**src/anmr_cfg.svh**
```systemverilog
// Offsets, field positions and reset values of the autoneg next-page and indirect-access register bank
`ifndef ANMR_CFG_SVH
`define ANMR_CFG_SVH

// ======================================================================
// Register indices (byte address is four times the index)
`define ANMR_IDX_EXP      6'h06
`define ANMR_IDX_NPT      6'h07
`define ANMR_IDX_NPR      6'h08
`define ANMR_IDX_MSS      6'h0A
`define ANMR_IDX_IAC      6'h0D
`define ANMR_IDX_IAD      6'h0E

// ======================================================================
// Expansion status fields
`define ANMR_EXP_PD_FAULT 4
`define ANMR_EXP_LP_NP    3
`define ANMR_EXP_LOC_NP   2
`define ANMR_EXP_PAGE_RX  1
`define ANMR_EXP_LP_AN    0
`define ANMR_LOC_NP_ABLE  1'b1

// ======================================================================
// Next page fields and reset values
`define ANMR_NP_MORE      15
`define ANMR_NP_MSG       13
`define ANMR_NP_SECOND_ACKNOWLEDGE      12
`define ANMR_NP_TOGGLE    11
`define ANMR_NPT_RESET    16'h0001
`define ANMR_NPR_RESET    16'h0000
`define ANMR_NPT_RW_MASK  16'hB7FF
`define ANMR_NPR_MASK     16'hBFFF

// ======================================================================
// Master/slave status and idle error counter
`define ANMR_IDLE_MAX     8'hFF
`define ANMR_MSS_FAULT    15
`define ANMR_MSS_MASTER   14
`define ANMR_MSS_LOC_RX   13
`define ANMR_MSS_REM_RX   12
`define ANMR_MSS_GIG_FD   11
`define ANMR_MSS_LP_GIG   10

// ======================================================================
// Indirect access control fields and device codes
`define ANMR_IAC_FUNC_HI  15
`define ANMR_IAC_FUNC_LO  14
`define ANMR_DEV_MMD1     5'h01
`define ANMR_DEV_MMD3     5'h03
`define ANMR_DEV_MMD7     5'h07
`define ANMR_DEV_NONE     2'h3
`define ANMR_MMD_WORDS    8

`endif

```
**src/anmr_pkg.sv**
```systemverilog
// Types shared by the autoneg next-page and indirect-access register bank
package anmr_pkg;

  // Register select, one bit per decoded register
  typedef enum logic [6:0] {
    SEL_EXP  = 7'b0000001,
    SEL_NPT  = 7'b0000010,
    SEL_NPR  = 7'b0000100,
    SEL_MSS  = 7'b0001000,
    SEL_IAC  = 7'b0010000,
    SEL_IAD  = 7'b0100000,
    SEL_NONE = 7'b1000000
  } anmr_sel_t;

  // Indirect access function codes
  typedef enum logic [1:0] {
    FN_ADDR   = 2'h0,
    FN_DATA   = 2'h1,
    FN_INC_RW = 2'h2,
    FN_INC_WR = 2'h3
  } anmr_func_t;

endpackage

```
**src/anmr_regs.sv**
```systemverilog
// APB register bank: autoneg expansion, next pages, master/slave status, indirect MMD access
//
// Operation
// - Parallel detection fault sets expansion bit 4; a read clears it.
// - Expansion bit 3 shows partner next-page ability, read-only.
// - Expansion bit 2 shows local next-page support, resets to one.
// - Expansion bit 1 sets on new page arrival; a read clears it.
// - Expansion bit 0 shows partner negotiation ability, meaningful only with negotiation on.
// - Register 7 holds transmit page; bit 15 marks more pages; code resets 0x1.
// - Next page bit 13 selects message page or unformatted page.
// - Bits 10:0 are message code or unformatted code by page type.
// - Bit 12 second acknowledge, writable in transmit, read-only in receive.
// - Bit 11 toggle is read-only, inverse of previous exchanged toggle.
// - Received page lands in read-only register 0x8, same layout, zero reset.
// - Master/slave bit 15 flags configuration fault, cleared by read.
// - Master/slave bit 14 reports resolved role, one for master.
// - Bits 13 and 12 show local and remote receiver OK, reset zero; the code passes local_rx_ok and remote_rx_ok through unregistered.
// - Bits 11 and 10 show gigabit capability indications, reset zero; the code passes gig_fd_adv and lp_gig_hd through unregistered.
// - Bits 7:0 count idle errors since last read; reads restart counting.
// - Address function steers register 0xE to chosen MMD address register.
// - Data functions steer register 0xE to addressed register in chosen MMD.
// - Control register 0xD fields are write-only; bits 13:5 read zero.
// - Register 0xE is address register or data register by function code.
//
// Decided for this implementation: the APB interface to the registers.
`timescale 1ns/1ps
`include "anmr_cfg.svh"

module anmr_regs
  import anmr_pkg::*;
(
  input  wire logic        pclk,           // System clock, 20 MHz
  input  wire logic        presetn,        // Asynchronous reset, active low
  input  wire logic        psel,           // APB select
  input  wire logic        penable,        // APB access phase
  input  wire logic        pwrite,         // APB direction, high for write
  input  wire logic [7:0]  paddr,          // APB byte address
  input  wire logic [31:0] pwdata,         // APB write data
  input  wire logic [3:0]  pstrb,          // APB write byte lanes
  output logic      [31:0] prdata,         // APB read data
  output logic             pready,         // APB ready
  output logic             pslverr,        // APB error, unmapped address
  input  wire logic        pd_fault_det,   // Parallel detection fault pulse
  input  wire logic        lp_np_able,     // Partner is next-page able
  input  wire logic        an_enable,      // Auto-negotiation enabled
  input  wire logic        lp_an_able,     // Partner can auto-negotiate
  input  wire logic        rx_page_valid,  // New page received pulse
  input  wire logic [15:0] rx_page_data,   // Received page word
  input  wire logic        tx_page_sent,   // Local next page exchanged pulse
  input  wire logic        ms_fault_det,   // Master/slave config fault pulse
  input  wire logic        ms_master,      // Resolved role, high for master
  input  wire logic        local_rx_ok,    // Local receiver OK
  input  wire logic        remote_rx_ok,   // Remote receiver OK
  input  wire logic        gig_fd_adv,     // Gigabit full-duplex advertised
  input  wire logic        lp_gig_hd,      // Partner gigabit half-duplex able
  input  wire logic        idle_err,       // Idle error pulse
  output logic      [15:0] tx_next_page,   // Next page word to transmit
  output logic             tx_page_loaded  // Pulse after software writes the next page
);

  // ======================================================================
  // Decoding helpers
  function automatic anmr_sel_t anmr_decode(input logic [7:0] addr);
    if (addr[1:0] != 2'h0)
    begin
      return SEL_NONE;
    end
    case (addr[7:2])
      `ANMR_IDX_EXP: return SEL_EXP;
      `ANMR_IDX_NPT: return SEL_NPT;
      `ANMR_IDX_NPR: return SEL_NPR;
      `ANMR_IDX_MSS: return SEL_MSS;
      `ANMR_IDX_IAC: return SEL_IAC;
      `ANMR_IDX_IAD: return SEL_IAD;
      default:       return SEL_NONE;
    endcase
  endfunction

  function automatic logic [1:0] anmr_mmd_index(input logic [4:0] dev);
    case (dev)
      `ANMR_DEV_MMD1: return 2'h0;
      `ANMR_DEV_MMD3: return 2'h1;
      `ANMR_DEV_MMD7: return 2'h2;
      default:        return `ANMR_DEV_NONE;
    endcase
  endfunction

  function automatic logic [15:0] anmr_merge(input logic [15:0] old, input logic [15:0] nw,
                                             input logic [15:0] keep);
    return (old & ~keep) | (nw & keep);
  endfunction

  // ======================================================================
  // Bus phase decoding
  anmr_sel_t   sel;
  logic        setup;
  logic        rd_take;
  logic        wr_take;
  logic [15:0] lane_mask;
  logic [15:0] wdata;

  assign sel       = anmr_decode(paddr);
  assign setup     = psel & ~penable;
  assign rd_take   = setup & ~pwrite;
  assign wr_take   = psel & penable & pwrite & pready;
  assign lane_mask = {{8{pstrb[1]}}, {8{pstrb[0]}}};
  assign wdata     = pwdata[15:0];

  // ======================================================================
  // Expansion status
  logic pd_fault_q;
  logic page_rx_q;

  // sticky fault, read clears, set wins
  always_ff @(posedge pclk or negedge presetn)
  begin
    if (!presetn)
      pd_fault_q <= 1'b0;
    else if (pd_fault_det)
      pd_fault_q <= 1'b1;
    else if (rd_take && sel == SEL_EXP)
      pd_fault_q <= 1'b0;
  end

  always_ff @(posedge pclk or negedge presetn)
  begin
    if (!presetn)
      page_rx_q <= 1'b0;
    else if (rx_page_valid)
      page_rx_q <= 1'b1;
    else if (rd_take && sel == SEL_EXP)
      page_rx_q <= 1'b0;
  end

  logic [15:0] exp_word;

  always_comb
  begin
    exp_word = 16'h0000;
    exp_word[`ANMR_EXP_PD_FAULT] = pd_fault_q;
    exp_word[`ANMR_EXP_LP_NP]    = lp_np_able;
    exp_word[`ANMR_EXP_LOC_NP]   = `ANMR_LOC_NP_ABLE;
    exp_word[`ANMR_EXP_PAGE_RX]  = page_rx_q;
    exp_word[`ANMR_EXP_LP_AN]    = lp_an_able & an_enable;
  end

  // ======================================================================
  // Next page transmit and receive
  logic [15:0] npt_d;
  logic [15:0] npr_q;

  always_comb
  begin
    npt_d = tx_next_page;
    // more-pages, type, second_acknowledge and code writable; fields kept as written
    if (wr_take && sel == SEL_NPT)
    begin
      npt_d = anmr_merge(tx_next_page, wdata, `ANMR_NPT_RW_MASK & lane_mask);
    end
    // toggle flips once per exchanged page
    if (tx_page_sent)
    begin
      npt_d[`ANMR_NP_TOGGLE] = ~tx_next_page[`ANMR_NP_TOGGLE];
    end
  end

  always_ff @(posedge pclk or negedge presetn)
  begin
    if (!presetn)
      tx_next_page <= `ANMR_NPT_RESET;
    else
      tx_next_page <= npt_d;
  end

  always_ff @(posedge pclk or negedge presetn)
  begin
    if (!presetn)
      tx_page_loaded <= 1'b0;
    else
      tx_page_loaded <= wr_take && sel == SEL_NPT;
  end

  always_ff @(posedge pclk or negedge presetn)
  begin
    if (!presetn)
      npr_q <= `ANMR_NPR_RESET;
    else if (rx_page_valid)
      npr_q <= rx_page_data & `ANMR_NPR_MASK;
  end

  // ======================================================================
  // Master/slave status
  logic        ms_fault_q;
  logic [7:0]  idle_cnt_q;
  logic [15:0] mss_word;

  always_ff @(posedge pclk or negedge presetn)
  begin
    if (!presetn)
      ms_fault_q <= 1'b0;
    else if (ms_fault_det)
      ms_fault_q <= 1'b1;
    else if (rd_take && sel == SEL_MSS)
      ms_fault_q <= 1'b0;
  end

  always_ff @(posedge pclk or negedge presetn)
  begin
    if (!presetn)
      idle_cnt_q <= 8'h00;
    else if (rd_take && sel == SEL_MSS)
      idle_cnt_q <= {7'h00, idle_err};
    else if (idle_err && idle_cnt_q != `ANMR_IDLE_MAX)
      idle_cnt_q <= idle_cnt_q + 8'h01;
  end

  always_comb
  begin
    mss_word = 16'h0000;
    mss_word[`ANMR_MSS_FAULT]  = ms_fault_q;
    mss_word[`ANMR_MSS_MASTER] = ms_master;
    mss_word[`ANMR_MSS_LOC_RX] = local_rx_ok;
    mss_word[`ANMR_MSS_REM_RX] = remote_rx_ok;
    mss_word[`ANMR_MSS_GIG_FD] = gig_fd_adv;
    mss_word[`ANMR_MSS_LP_GIG] = lp_gig_hd;
    mss_word[7:0]              = idle_cnt_q;
  end

  // ======================================================================
  // Indirect access control
  anmr_func_t  func_q;
  logic [4:0]  device_space_select_q;
  logic [1:0]  mmd_idx;
  logic        mmd_ok;

  // function and device fields taken from software writes
  always_ff @(posedge pclk or negedge presetn)
  begin
    if (!presetn)
    begin
      func_q  <= FN_ADDR;
      device_space_select_q <= 5'h00;
    end
    else if (wr_take && sel == SEL_IAC)
    begin
      if (pstrb[1])
        func_q <= anmr_func_t'(wdata[`ANMR_IAC_FUNC_HI:`ANMR_IAC_FUNC_LO]);
      if (pstrb[0])
        device_space_select_q <= wdata[4:0];
    end
  end

  assign mmd_idx = anmr_mmd_index(device_space_select_q);
  assign mmd_ok  = mmd_idx != `ANMR_DEV_NONE;

  // ======================================================================
  // MMD address registers and data storage
  logic [15:0] mmd_addr_q [0:2];
  logic [15:0] mmd_mem_q  [0:2][0:`ANMR_MMD_WORDS-1];
  logic [15:0] addr_sel;
  logic [2:0]  word_sel;
  logic        iad_wr;
  logic        iad_rd;

  assign iad_wr   = wr_take && sel == SEL_IAD && mmd_ok;
  assign iad_rd   = rd_take && sel == SEL_IAD && mmd_ok;
  assign addr_sel = mmd_ok ? mmd_addr_q[mmd_idx] : 16'h0000;
  assign word_sel = addr_sel[2:0];

  genvar g;
  generate
    for (g = 0; g < 3; g++)
    begin : g_mmd
      always_ff @(posedge pclk or negedge presetn)
      begin
        if (!presetn)
          mmd_addr_q[g] <= 16'h0000;
        else if (iad_wr && mmd_idx == 2'(g))
        begin
          // address function writes the address register
          if (func_q == FN_ADDR)
            mmd_addr_q[g] <= anmr_merge(mmd_addr_q[g], wdata, lane_mask);
          else if (func_q == FN_INC_RW || func_q == FN_INC_WR)
            mmd_addr_q[g] <= mmd_addr_q[g] + 16'h0001;
        end
        // increment after a read in read-write mode
        else if (iad_rd && mmd_idx == 2'(g) && func_q == FN_INC_RW)
          mmd_addr_q[g] <= mmd_addr_q[g] + 16'h0001;
      end
    end
  endgenerate

  // data functions write the addressed word
  always_ff @(posedge pclk or negedge presetn)
  begin
    if (!presetn)
    begin
      for (int d = 0; d < 3; d++)
        for (int w = 0; w < `ANMR_MMD_WORDS; w++)
          mmd_mem_q[d][w] <= 16'h0000;
    end
    else if (iad_wr && func_q != FN_ADDR)
      mmd_mem_q[mmd_idx][word_sel] <= anmr_merge(mmd_mem_q[mmd_idx][word_sel], wdata, lane_mask);
  end

  logic [15:0] iad_word;

  // address or data view by function
  always_comb
  begin
    iad_word = 16'h0000;
    if (mmd_ok)
      iad_word = (func_q == FN_ADDR) ? addr_sel : mmd_mem_q[mmd_idx][word_sel];
  end

  // ======================================================================
  // Read mux and APB answer
  logic [15:0] rd_word;

  always_comb
  begin
    rd_word = 16'h0000;
    unique case (sel)
      SEL_EXP:  rd_word = exp_word;
      SEL_NPT:  rd_word = tx_next_page;
      SEL_NPR:  rd_word = npr_q;
      SEL_MSS:  rd_word = mss_word;
      SEL_IAC:  rd_word = 16'h0000;
      SEL_IAD:  rd_word = iad_word;
      SEL_NONE: rd_word = 16'h0000;
    endcase
  end

  // Read data captured at the setup edge, together with clear-on-read
  always_ff @(posedge pclk or negedge presetn)
  begin
    if (!presetn)
      prdata <= 32'h00000000;
    else if (setup)
      prdata <= rd_take ? {16'h0000, rd_word} : 32'h00000000;
  end

  // One wait-free access phase after each setup
  always_ff @(posedge pclk or negedge presetn)
  begin
    if (!presetn)
      pready <= 1'b0;
    else
      pready <= setup;
  end

  always_ff @(posedge pclk or negedge presetn)
  begin
    if (!presetn)
      pslverr <= 1'b0;
    else
      pslverr <= setup && sel == SEL_NONE;
  end

endmodule

```
**config.mk**
```make
export PLATFORM = sky130hd
export DESIGN_NAME = anmr_regs
export DESIGN_NICKNAME = d
export VERILOG_FILES = /design/src/anmr_pkg.sv /design/src/anmr_regs.sv
export VERILOG_INCLUDE_DIRS = /design/src
export SDC_FILE = /design/constraint.sdc
export NUM_CORES = 1
export LEC_CHECK = 0
export ABC_AREA = 1
export BUFFER_PORTS_ARGS = -buffer_cell sky130_fd_sc_hd__buf_2
export CORE_MARGIN = 5
export CORE_UTILIZATION = 54
export CTS_CLUSTER_DIAMETER = 50
export DETAILED_ROUTE_END_ITERATION = 6
export GPL_ROUTABILITY_DRIVEN = 0
export GPL_TIMING_DRIVEN = 1
export PLACE_DENSITY = 0.73
export SYNTH_ARGS = -nofsm -noshare
export SYNTH_HDL_FRONTEND = slang
export SYNTH_SLANG_ARGS = --single-unit
export TNS_END_PERCENT = 50
```
**constraint.sdc**
```tcl
create_clock -name pclk -period 2.9 [get_ports pclk]
set_input_delay 0.58 -clock pclk [delete_from_list [all_inputs] [get_ports pclk]]
set_output_delay 0.58 -clock pclk [all_outputs]
set_load 0.1 [all_outputs]
```
**Yosys cells after proc, flatten, opt, wreduce, memory -nomap -nowiden**

Index checks and enable logic that the tools add are counted.

- $add $sub $neg: 4
- Order comparisons: 4
- Equality and inequality tests: 25
- Mux-type cells: 45
- Bitwise logic cells: 25
- Reduce and logical (&&, ||, !) cells: 41

Operator list:

| cell | count |
|---|---|
| $bwmux W384 | 1 |
| $mux W128 | 3 |
| $mux W16 | 21 |
| $bmux W128 S2 | 1 |
| $demux W128 S2 | 1 |
| $and A16 B16 Y16 | 7 |
| $pmux W16 S6 | 1 |
| $or A16 B16 Y16 | 5 |
| $add A16 B1 Y16 const B | 3 |
| $bmux W16 S3 | 1 |
| $demux W16 S3 | 1 |
| $pmux W7 S6 | 1 |
| $bmux W16 S2 | 1 |
| $not A16 Y16 | 2 |
| $eq A6 B4 Y1 const B | 4 |
| $logic_and A1 B1 Y1 | 22 |
| $reduce_bool A2 Y1 | 10 |
| $mux W8 | 2 |
| $mux W7 | 2 |
| $eq A6 B3 Y1 const B | 2 |
| $mux W12 | 1 |
| $reduce_and A2 Y1 | 5 |
| $add A8 B1 Y8 const B | 1 |
| $ne A8 B8 Y1 const B | 1 |
| 28 further kinds | 45 |

- Register bits after elaboration: 516
- Input port bits: 78
- Output and inout bits: 51
- Word-level logic and storage cells: 184

**Depth between registers and ports, before layout**

Gate-level depths: netlist of the first run.

- Depth after elaboration: 15
- Mapped depth: 21
- Depth with buffers taken out: 18

**Least setup slack after synthesis of the first run**

Ideal clock, no wire load.

- Kind: register to register
- Start point: register pready
- End point: register with a tool-made name
- Library setup time: 0.125 ns
- Arrival time: 2.326 ns
- Data required time: 2.775 ns
- Path slack: 0.449 ns
- Cell stages (with the launch flop): 8
- Path buffers: 0
- Clock period less this slack: 2.451 ns
- Path through: dfrtp_1 -> nand4_1 -> inv_1 -> nand2_2 -> o21ai_2 -> nand2_1 -> a21oi_2 -> mux2_2

RTL lines:

| item | RTL line | source |
|---|---|---|
| from (decl) | anmr_regs.sv:41 | `output logic pready,` |
| from (signal assigned) | anmr_regs.sv:349 | `pready <= setup;` |

**Worst setup path in the final report of the first run**

- Start point: register device_space_select_q[3]
- End point: register mmd_mem_q[305] in the netlist's numbering

- Longest elaborated chain between the ends: 15
- Elaborated cells on any way between the ends: 32
- Those cells by class: 4 x order compare; 4 x eq/ne; 16 x mux; 4 x bitwise; 4 x reduce/logical

RTL lines:

| item | RTL line | source |
|---|---|---|
| from (decl) | anmr_regs.sv:232 | `logic [4:0] device_space_select_q;` |
| from (signal assigned) | anmr_regs.sv:249 | `device_space_select_q <= wdata[4:0];` |
| $eq A5 B3 Y1, or another cell as far along | anmr_regs.sv:80 | `case (dev)` |
| $pmux W2 S3 (*) | anmr_regs.sv:80 |  |
| $not A2 Y3 (not written as such) | anmr_regs.sv:267, anmr_regs.sv:303 |  |
| $bmux W16 S2 | anmr_regs.sv:267 | `assign addr_sel = mmd_ok ? mmd_addr_q[mmd_idx] : 16'h0000;` |
| $mux W16 (not written as such) (2 in a row) | anmr_regs.sv:267 |  |
| $mux W16 | anmr_regs.sv:267 |  |
| $not A3 Y4 (not written as such) | anmr_regs.sv:303 | `mmd_mem_q[mmd_idx][word_sel] <= anmr_merge(mmd_mem_q[mmd_idx][word_sel], wdata, lane_mask);` |
| $ge A4 B4 Y1 (not written as such) or $lt A4 B1 Y1 (tied branches) | anmr_regs.sv:303 |  |
| $logic_and A1 B1 Y1 (not written as such) | anmr_regs.sv:303 |  |
| $mux W16 (not written as such) | anmr_regs.sv:303 |  |
| $demux W16 S3 | anmr_regs.sv:303 |  |
| $mux W128 (not written as such) | anmr_regs.sv:303 |  |
| $demux W128 S2 | anmr_regs.sv:303 |  |
| $bwmux W384 | anmr_regs.sv:303 |  |
| to (signal, indexed assignment) | anmr_regs.sv:303 |  |
| to (decl) | anmr_regs.sv:259 | `` logic [15:0] mmd_mem_q [0:2][0:`ANMR_MMD_WORDS-1]; `` |

Every way passes the cells marked *; elsewhere a longest branch is shown, timed or not. The select of a mux whose other input is x is not followed.
A chain may end at the register's enable or synchronous reset.

==> results.sh, run 1 <==
export IMPL_setup_tns_ns=0
export IMPL_startpoint="device_space_select_q[3]"
export IMPL_critPathMaxStageDelay_ns=0.43
export IMPL_firstDrtPassIters=6
export IMPL_worstSetupEndpoint="mmd_mem_q[305]"
export IMPL_io_buffers=92
export IMPL_core_area_sq_um=49200
export IMPL_worstMarginPinSlew_ns=0.781
export IMPL_layout_nets=3818
export IMPL_die_h_microns=233
export IMPL_finalCritPeriodShare_pct=95.8
export IMPL_max_freq_mhz=360
export IMPL_cp_required_ns=3.43
export IMPL_wl_per_cell_microns=17.7
export IMPL_hold_path_class="input port to flip-flop"
export IMPL_antenna_found_initial=0
export IMPL_crit_family="simple AND/OR/NAND/NOR gates"
export IMPL_synthCells=3623
export IMPL_syn2layout_area_growth_pct=14.8
export IMPL_max_vdd_ir_drop_v=0.000511
export IMPL_clock_path_buffers=3
export IMPL_grt_pass1_vias=23200
export IMPL_synth_top_family_by_area="simple AND/OR/NAND/NOR gates"
export IMPL_viasPerCell=5.40
export IMPL_cts_htree_levels=2
export IMPL_die_w_microns=233
export IMPL_ff2ff_path_depth=16
export IMPL_nFillCells=4331
export IMPL_clk_latency_ns=0.61
export IMPL_rr_endpoint="mmd_mem_q[305]"
export IMPL_final_util_pct=62.8
export IMPL_status="finished clean"
export IMPL_ant_nets=0
export IMPL_whs_ns=0.149
export IMPL_fin_area_sq_um=30900
export IMPL_stdcell_count=4444
export IMPL_vias=24000
export IMPL_cts_sinks=499
export IMPL_grt_pass1_wl_mm=125
export IMPL_slew_violations=0
export IMPL_row_count=81
export IMPL_yosys_mux_area_fraction_pct=0.540
export IMPL_numCtsBuffers=56
export IMPL_cp_num_cells=16
export IMPL_syn_avg_cell_area_sq_um=7.42
export IMPL_hold_viol=0
export IMPL_power_density_nw_per_um2=488
export IMPL_placed_area_sq_um=28900
export IMPL_p_leak_nw=15.4
export IMPL_synth_main_ff_cell="dfrtp_1"
export IMPL_first_iter_violations=2723
export IMPL_ys_warn_count=0
export IMPL_cp_cell_sequence="nor2_4, buf_4, nand3_2, clkinv_2, nand2_1, nand3b_4, inv_2, buf_12, nand2_1, nand2_1, nand2_1, nand2_1, o21ai_4, buf_12, nand2_1, o21ai_1"
export IMPL_r2r_slack_ns=0.12
export IMPL_die_area_sq_um=54400
export IMPL_setup_viol=0
export IMPL_r2r_start="device_space_select_q[3]"
export IMPL_critical_path_most_common_cell="nand2_1"
export IMPL_wl_mm=78.6
export IMPL_ys_seq_elements=499
export IMPL_synth_adder_area_share_pct=0.186
export IMPL_crit_fanout=15
export IMPL_ioPinCount=129
export IMPL_period_minus_slack_ns=2.78
export IMPL_path_clk_slew_ns=0.06
export IMPL_multi_input_area_sq_um=11800
export IMPL_cp_arrival_ns=3.31
export IMPL_relSlewSlack_pct=47.4
export IMPL_drive_above_1_share_pct=13.9
export IMPL_drt_drc_violations_left=0
export IMPL_crit_buf_inv=5
export IMPL_yosys_cell_types_count=56
export IMPL_dp_cells=4337
export IMPL_clock_skew_ns=0.0137
export IMPL_grt_overflow=0
export IMPL_netlist_area_sq_um=26900
export IMPL_start_kind="flip-flop"
export IMPL_antenna_cells=0
export IMPL_grt_start_max_net_pins=104
export IMPL_async_flop_share_pct=100
export IMPL_synth_compound_gate_area_share_pct=12.1
export IMPL_maxCapViolCount=0
export IMPL_ys_seq_area_share_pct=46.4
export IMPL_cts_root_buf="clkbuf_16"
export IMPL_timing_worst_setup_path_type="flip-flop to flip-flop"
export IMPL_synth_edf_count=0
export IMPL_end_kind="flip-flop"
export IMPL_slowest_stage="dfrtp_1"
export IMPL_grt_use_total_pct=28.8
export IMPL_place_hpwl_mm=52.4
export IMPL_initial_utilization_pct=54.7
export IMPL_synthSimpleGateAreaFrac_pct=29.2
export IMPL_cts_tree="done"
export IMPL_synthXorXnorAreaFrac_pct=1.37
export IMPL_layout_area_seq_sq_um=12500
[worst min-delay path by stage]
stage | slack, ns | endpoint | depth (start not counted) | from
finish | 0.15 | pready | 2 | penable
global route | 0.14 | tx_next_page[11] | 2 | tx_page_sent
CTS | 0.12 | pready | 2 | penable
detailed placement | 0.46 | mmd_mem_q[379] | 2 | mmd_mem_q[379]
global placement | 0.45 | mmd_mem_q[378] | 2 | mmd_mem_q[378]
floorplan | 0.28 | asynchronous set/reset pin | 0 | presetn
[what timing repair did]
item / CTS / global route
hold buffers: 1 / 0
resized for setup: 0 / 23
hold endpoints to repair: 25 / 0
buffers inserted: 0 / 2
endpoints found under the setup margin: 0 / 357
[synthesized netlist by cell type, types with 10 or more instances]
master	n	share of area (%)
nor2_2	10	0.23
mux2_2	12	0.50
nor3_1	21	0.39
inv_1	350	4.9
or2_2	55	1.3
o211ai_1	15	0.42
nand3_1	154	2.9
nand2_1	1484	21
o21ai_1	189	3.5
clkbuf_1	48	0.67
buf_6	28	1.2
nor2_1	80	1.1
nor2_4	25	1.0
xor2_1	33	1.1
o21ai_0	269	5.0
nand4_1	14	0.33
dfrtp_1	498	46
inv_2	31	0.43
buf_4	46	1.3
or2_1	10	0.23
o21ai_4	15	0.91
buf_2	88	1.6
a21oi_1	49	0.91
[layout make-up]
class / instances / area share [%]
clock inverter: 23 / 0.705
timing repair buffer: 252 / 8.03
inverter: 385 / 4.74
multi-input combinational: 2542 / 38.2
clock buffer: 79 / 5.18
sequential: 499 / 40.5
tap: 664 / 2.69
[metrics by stage]
stage	setup WS, ns	power [mW]
after floorplan	0.449	7.74
after global placement	-0.0118	8.13
after detailed placement	-0.0829	8.14
after CTS	0.0281	15.1
after global routing	-0.0216	15.5
final	0.121	15.1
[metal layers]
metal | wire length [microns] | GRT usage, %
met5 | 0 | 0
met4 | 2750 | 10.5
met3 | 5960 | 3.87
met2 | 36100 | 46.3
met1 | 33800 | 40.1
[cells in the final DEF, fill, tap and decap left out, types with 14 or more instances in the layout]
cell,count
nand2_1,1478
dfrtp_1,498
inv_1,350
o21ai_0,268
o21ai_1,190
nand3_1,154
buf_4,94
buf_2,91
nor2_1,76
buf_12,61
clkbuf_16,59
or2_2,55
a21oi_1,49
xor2_1,33
inv_2,27
nor2_4,25
nor3_1,21
conb_1,17
o211ai_1,15
o21ai_4,15
nand4_1,14
nand2_2,14
nor2_2,14
[logic make-up after synthesis]
logic type      count (synthesis)
buf+inv                       598
flops                         499
fa+ha+maj                       4
xor+xnor                       42
compound gates                581
mux                            13
simple gates                 1885
other cells                     1
[where the power goes]
group | switching, mW | leakage (nW) | internal, mW
logic | 0.685 | 8.94 | 0.233
clock network | 2.94 | 0.892 | 4.10
registers | 0.0580 | 5.57 | 7.04
total | 3.68 | 15.4 | 11.4
(Power assumes the default switching activity.)
==> run 2, diff against run 1 <==
--- a/config.mk
+++ b/config.mk
@@ -15,6 +15,7 @@
 export GPL_ROUTABILITY_DRIVEN = 0
 export GPL_TIMING_DRIVEN = 1
 export PLACE_DENSITY = 0.73
+export REMOVE_ABC_BUFFERS = 1
 export SYNTH_ARGS = -nofsm -noshare
 export SYNTH_HDL_FRONTEND = slang
 export SYNTH_SLANG_ARGS = --single-unit
==> run 2 against run 1 <==
  * Setup slack worse by 0.037 ns
  * Core utilization grew 1.3 points
  * Critical path type unchanged
  * Flip-flop and latch count is the same
==> results.sh, run 2 (synthesis results as in run 1) <==
export IMPL_layout_area_seq_sq_um=12500
export IMPL_grt_pass1_wl_mm=129
export IMPL_grt_use_total_pct=29.7
export IMPL_firstDrtPassIters=6
export IMPL_drive_above_1_share_pct=15.7
export IMPL_end_kind="flip-flop"
export IMPL_layout_nets=3887
export IMPL_p_sw_share_pct=24.6
export IMPL_cts_tree="done"
export IMPL_finalCritPeriodShare_pct=97.1
export IMPL_maxCapViolCount=0
export IMPL_antenna_found_initial=1
export IMPL_die_area_sq_um=54400
export IMPL_layout_setup_ws_ns=0.0841
export IMPL_row_count=81
export IMPL_wl_per_cell_microns=18.5
export IMPL_rsz0062_at_grt="true"
export IMPL_io_buffers=92
export IMPL_wl_mm=83.5
export IMPL_period_minus_slack_ns=2.82
export IMPL_fin_area_sq_um=31500
export IMPL_ant_nets=0
export IMPL_initial_utilization_pct=54.7
export IMPL_ioPinCount=129
export IMPL_wl_met1_mm=34.0
export IMPL_wl_met3_mm=8.04
export IMPL_clock_path_buffers=3
export IMPL_max_freq_mhz=355
export IMPL_cp_required_ns=3.44
export IMPL_first_iter_violations=2796
export IMPL_viasPerCell=5.49
export IMPL_setup_tns_ns=0
export IMPL_cts_htree_levels=2
export IMPL_grt_overflow=0
export IMPL_cts_root_buf="clkbuf_16"
export IMPL_syn2layout_area_growth_pct=17.1
export IMPL_grt_pass1_vias=23300
export IMPL_wl_met2_mm=38.0
export IMPL_die_w_microns=233
export IMPL_cp_arrival_ns=3.36
export IMPL_final_cell_mix="1472 x nand2_1, 497 x dfrtp_1, 349 x inv_1, 268 x o21ai_0, 190 x o21ai_1"
export IMPL_drt_drc_violations_left=0
export IMPL_numCtsBuffers=55
export IMPL_cts_sinks=499
export IMPL_max_vdd_ir_drop_v=0.000412
export IMPL_p_leak_nw=15.7
export IMPL_grt_start_max_net_pins=73
export IMPL_vias=24800
export IMPL_start_kind="flip-flop"
export IMPL_dpl_worst_slack_ns=-0.128
export IMPL_relSlewSlack_pct=46.4
export IMPL_clkPwrFrac_pct=47.0
export IMPL_top_layer="met4"
export IMPL_hold_path_class="input port to flip-flop"
export IMPL_placed_area_sq_um=29100
export IMPL_clk_latency_ns=0.63
export IMPL_place_hpwl_mm=55.3
export IMPL_slew_violations=0
export IMPL_hold_viol=0
export IMPL_die_h_microns=233
export IMPL_clock_skew_ns=0.0345
export IMPL_setup_viol=0
export IMPL_combinationalPowerShare_pct=6.3
export IMPL_p_sw_mw=3.74
export IMPL_multi_input_area_sq_um=11900
export IMPL_worstMarginPinSlew_ns=0.804
export IMPL_path_clk_slew_ns=0.06
export IMPL_timing_worst_setup_path_type="flip-flop to flip-flop"
export IMPL_core_area_sq_um=49200
export IMPL_p_int_mw=11.5
export IMPL_power_density_nw_per_um2=483
export IMPL_status="finished clean"
export IMPL_layout_commonest_cell="nand2_1"
export IMPL_p_seq_share_pct=46.7
export IMPL_crit_fanout=24
export IMPL_nFillCells=4188
[run 2: repair_timing]
item                       in CTS  in global routing
hold endpoints to repair       46                  0
setup endpoints to repair      68                319
pin swaps                       7                 15
hold buffers                    1                  0
cloned                          5                  6
setup buffers                   0                 15
resized for setup               6                 45
[run 2: path summary, 6_finish.rpt]
| kind | start | endpoint | cells after the start | slack, ns |
|---|---|---|---|---|
| setup / recovery | device_space_select_q[4] | mmd_mem_q[225] | 15 | 0.08 |
| hold / removal | tx_page_sent | tx_next_page[11] | 2 | 0.15 |
| setup reg to reg | device_space_select_q[4] | mmd_mem_q[225] | 15 | 0.08 |
| hold reg to reg | mmd_mem_q[371] | mmd_mem_q[371] | 2 | 0.47 |
| max in group asynchronous | presetn | asynchronous set/reset pin | 3 | 1.54 |
| min in group asynchronous | presetn | mmd_mem_q[221] | 2 | 0.56 |
[run 2: metal layers]
| metal | up-vias | global-route usage [%] |
|---|---|---|
| li1 | 11700 | - |
| met1 | 11700 | 41.0 |
| met2 | 1136 | 47.0 |
| met3 | 220 | 5.88 |
| met4 | 0 | 10.7 |
| met5 | - | 0 |
[run 2: worst max-delay path: stages (launching register included)]
cell	delay (ns)
dfrtp_2	0.45
nor2_8	0.14
nand3_4	0.23
buf_6	0.24
buf_12	0.16
o21ai_0	0.16
o211ai_1	0.11
nand2_1	0.08
nand2_1	0.10
nand2_1	0.08
nand2_1	0.09
nand2_1	0.10
nand2_2	0.12
o21ai_4	0.49
nand2_1	0.09
o21ai_1	0.09
[run 2: final cells by class]
cell class | instances | share of cell area [%]
Sequential cell | 499 | 39.7
Multi-Input combinational cell | 2549 | 37.8
Timing Repair Buffer | 315 | 9.33
Clock buffer | 70 | 4.90
Inverter | 385 | 4.67
Tap cell | 664 | 2.64
Clock inverter | 23 | 0.938
Antenna cell | 1 | 0.00795
[run 2: power by group through the flow]
stage | clock network [mW] | logic [mW] | registers [mW]
global route | 7.53 | 1.02 | 7.11
floorplan | 0 | 0.371 | 7.29
global placement | 0 | 0.894 | 7.22
finish | 7.14 | 0.952 | 7.11
detailed placement | 0 | 0.903 | 7.23
CTS | 7.22 | 0.918 | 7.10
[run 2: per-stage QoR]
stage	power, mW	utilization, %	hold slack (ns)	std cells
finish	15.2	64.1	0.152	4506
global route	15.7	64.1	0.133	4506
CTS	15.2	63.1	0.123	4484
detailed placement	8.13	59.2	0.459	4385
global placement	8.12	59.2	0.454	4385
floorplan	7.66	-	0.284	3426
==> run 3, diff against run 2 <==
--- a/config.mk
+++ b/config.mk
@@ -14,7 +14,7 @@
 export DETAILED_ROUTE_END_ITERATION = 6
 export GPL_ROUTABILITY_DRIVEN = 0
 export GPL_TIMING_DRIVEN = 1
-export PLACE_DENSITY = 0.73
+export PLACE_DENSITY = 0.71
 export REMOVE_ABC_BUFFERS = 1
 export SYNTH_ARGS = -nofsm -noshare
 export SYNTH_HDL_FRONTEND = slang
==> run 3 against run 2 <==
  * Sequential share of layout area shrank 0.25 points
  * Maximum frequency shrank 1.8%
  * Final area increased by 0.65%
  * Clock skew is 0.013 ns lower
  * Core utilization grew 0.41 points
  * Largest power group unchanged
  * Critical path type unchanged
  * Flip-flop and latch count unchanged
  * Setup slack lost 0.053 ns
  * Die area did not move
  * First-iteration DRC count is 0.79% lower
  * Largest cell class unchanged
  * Critical endpoint is now mmd_mem_q[352]
  * Clock-buffer cell count up 8
  * Power rose by 6.9%
==> results.sh, run 3 (synthesis results as in run 1) <==
export IMPL_status="finished clean"
export IMPL_hold_depth=2
export IMPL_cts_tree="done"
export IMPL_finalCritPeriodShare_pct=98.9
export IMPL_timing_worst_setup_path_type="flip-flop to flip-flop"
export IMPL_path_clk_slew_ns=0.06
export IMPL_drt_drc_violations_left=0
export IMPL_multi_input_area_sq_um=11900
export IMPL_relSlewSlack_pct=30.6
export IMPL_startpoint="device_space_select_q[4]"
export IMPL_die_w_microns=233
export IMPL_io_buffers=92
export IMPL_rr_endpoint="mmd_mem_q[352]"
export IMPL_die_area_sq_um=54400
export IMPL_hold_viol=0
export IMPL_cp_required_ns=3.46
export IMPL_end_kind="flip-flop"
export IMPL_wl_mm=83.7
export IMPL_grt_pass1_wl_mm=126
export IMPL_grt_use_total_pct=29.2
export IMPL_p_leak_nw=15.8
export IMPL_nFillCells=4164
export IMPL_layout_nets=3853
export IMPL_cp_arrival_ns=3.43
export IMPL_cts_sinks=499
export IMPL_start_kind="flip-flop"
export IMPL_antenna_cells=0
export IMPL_grt_start_max_net_pins=111
export IMPL_ioPinCount=129
export IMPL_critPathMaxStageDelay_ns=0.47
export IMPL_cp_cell_sequence="nor2_8, buf_8, nand4_1, nand2_4, nand3_4, buf_12, buf_12, o21ai_1, nand2_1, nand2_1, nand2_1, nand2_1, nand2_4, o21ai_4, nand2_1, o21ai_1"
export IMPL_ant_nets=0
export IMPL_die_h_microns=233
export IMPL_worstMarginPinSlew_ns=1.04
export IMPL_first_iter_violations=2774
export IMPL_clock_path_buffers=3
export IMPL_p_int_mw=12.3
export IMPL_wl_per_cell_microns=18.7
export IMPL_cts_htree_levels=2
export IMPL_layout_area_seq_sq_um=12500
export IMPL_grt_overflow=0
export IMPL_clk_latency_ns=0.64
export IMPL_period_minus_slack_ns=2.87
export IMPL_p_sw_share_pct=24.3
export IMPL_r2r_start="device_space_select_q[4]"
export IMPL_core_area_sq_um=49200
export IMPL_worstSetupEndpoint="mmd_mem_q[352]"
export IMPL_max_vdd_ir_drop_v=0.000450
export IMPL_place_hpwl_mm=53.9
export IMPL_clkPwrFrac_pct=50.4
export IMPL_syn2layout_area_growth_pct=17.8
export IMPL_p_sw_mw=3.95
export IMPL_antenna_found_initial=2
export IMPL_setup_viol=0
export IMPL_ff2ff_path_depth=16
export IMPL_power_density_nw_per_um2=513
export IMPL_max_freq_mhz=349
export IMPL_cts_root_buf="clkbuf_16"
export IMPL_critical_path_most_common_cell="nand2_1"
export IMPL_p_seq_share_pct=43.7
export IMPL_final_cell_mix="1479 x nand2_1, 495 x dfrtp_1, 349 x inv_1, 268 x o21ai_0, 190 x o21ai_1"
export IMPL_viasPerCell=5.45
export IMPL_slowest_stage="o21ai_4"
export IMPL_numCtsBuffers=59
export IMPL_firstDrtPassIters=6
export IMPL_crit_fanout=12
export IMPL_maxCapViolCount=0
export IMPL_vias=24500
export IMPL_final_util_pct=64.5
export IMPL_slew_violations=0
export IMPL_initial_utilization_pct=54.7
export IMPL_clock_skew_ns=0.0216
export IMPL_stdcell_count=4485
export IMPL_hold_path_class="input port to flip-flop"
export IMPL_grt_pass1_vias=23000
export IMPL_row_count=81
export IMPL_drive_above_1_share_pct=15.0
export IMPL_combinationalPowerShare_pct=5.9
export IMPL_layout_commonest_cell="nand2_1"
export IMPL_dp_cells=4343
export IMPL_r2r_slack_ns=0.03
-- run 3: critical path, delay by kind of cell (launching register included) --
| kind | cells | cell delay, ns |
|---|---|---|
| buffers and inverters | 3 | 0.47 |
| flip-flops | 1 | 0.44 |
| AND/OR/NAND/NOR | 10 | 1.15 |
| AO/OA/AOI/OAI | 3 | 0.70 |
-- run 3: layout make-up --
type / instances / share of cell area, %
inverter: 385 / 4.62
timing repair buffer: 281 / 9.09
clock inverter: 33 / 1.48
multi-input combinational: 2545 / 37.4
tap: 664 / 2.62
clock buffer: 78 / 5.37
sequential: 499 / 39.4
-- run 3: worst min path at each step --
stage	startpoint	end	slack, ns
detailed placement	mmd_mem_q[246]	mmd_mem_q[246]	0.46
floorplan	presetn	asynchronous set/reset pin	0.28
global route	tx_page_sent	tx_next_page[11]	0.13
CTS	tx_page_sent	tx_next_page[11]	0.12
global placement	mmd_mem_q[186]	mmd_mem_q[186]	0.45
finish	tx_page_sent	tx_next_page[11]	0.14
-- run 3: per-layer routing --
metal / routed length (microns) / vias to the layer above / global-route usage [%] / share of wire [%]
li1: - / 11600 / - / -
met1: 35300 / 11400 / 41.4 / 42
met2: 36900 / 1164 / 45.9 / 44
met3: 8180 / 203 / 4.79 / 9.8
met4: 3230 / 4 / 10.3 / 3.9
met5: 33 / - / 0 / 0.039
-- run 3: power groups by stage --
stage	Combinational (mW)	Sequential, mW	Clock [mW]
final	0.951	7.11	8.20
after global placement	0.889	7.23	0
after detailed placement	0.895	7.23	0
after floorplan	0.371	7.29	0
after global routing	1.02	7.11	8.61
after CTS	0.898	7.10	8.30
-- run 3: timing repair --
| action | in CTS | in global routing |
|---|---|---|
| buffers inserted | 0 | 19 |
| gates resized for setup | 0 | 35 |
| endpoints found under the setup margin | 0 | 350 |
| hold buffers | 1 | 0 |
| hold endpoints to repair | 22 | 0 |
-- run 3: metrics by stage --
stage	worst slack (ns)	hold WS, ns	total power, mW	instance area (sq um)	setup TNS, ns
detailed placement	-0.00340	0.457	8.12	28900	-0.00607
global placement	0.0413	0.454	8.12	28900	0
global route	-0.0228	0.130	16.8	31700	-0.124
CTS	0.00332	0.116	16.3	31100	0
finish	0.0313	0.136	16.3	31700	0
floorplan	-1.52	0.284	7.66	25700	-399.17
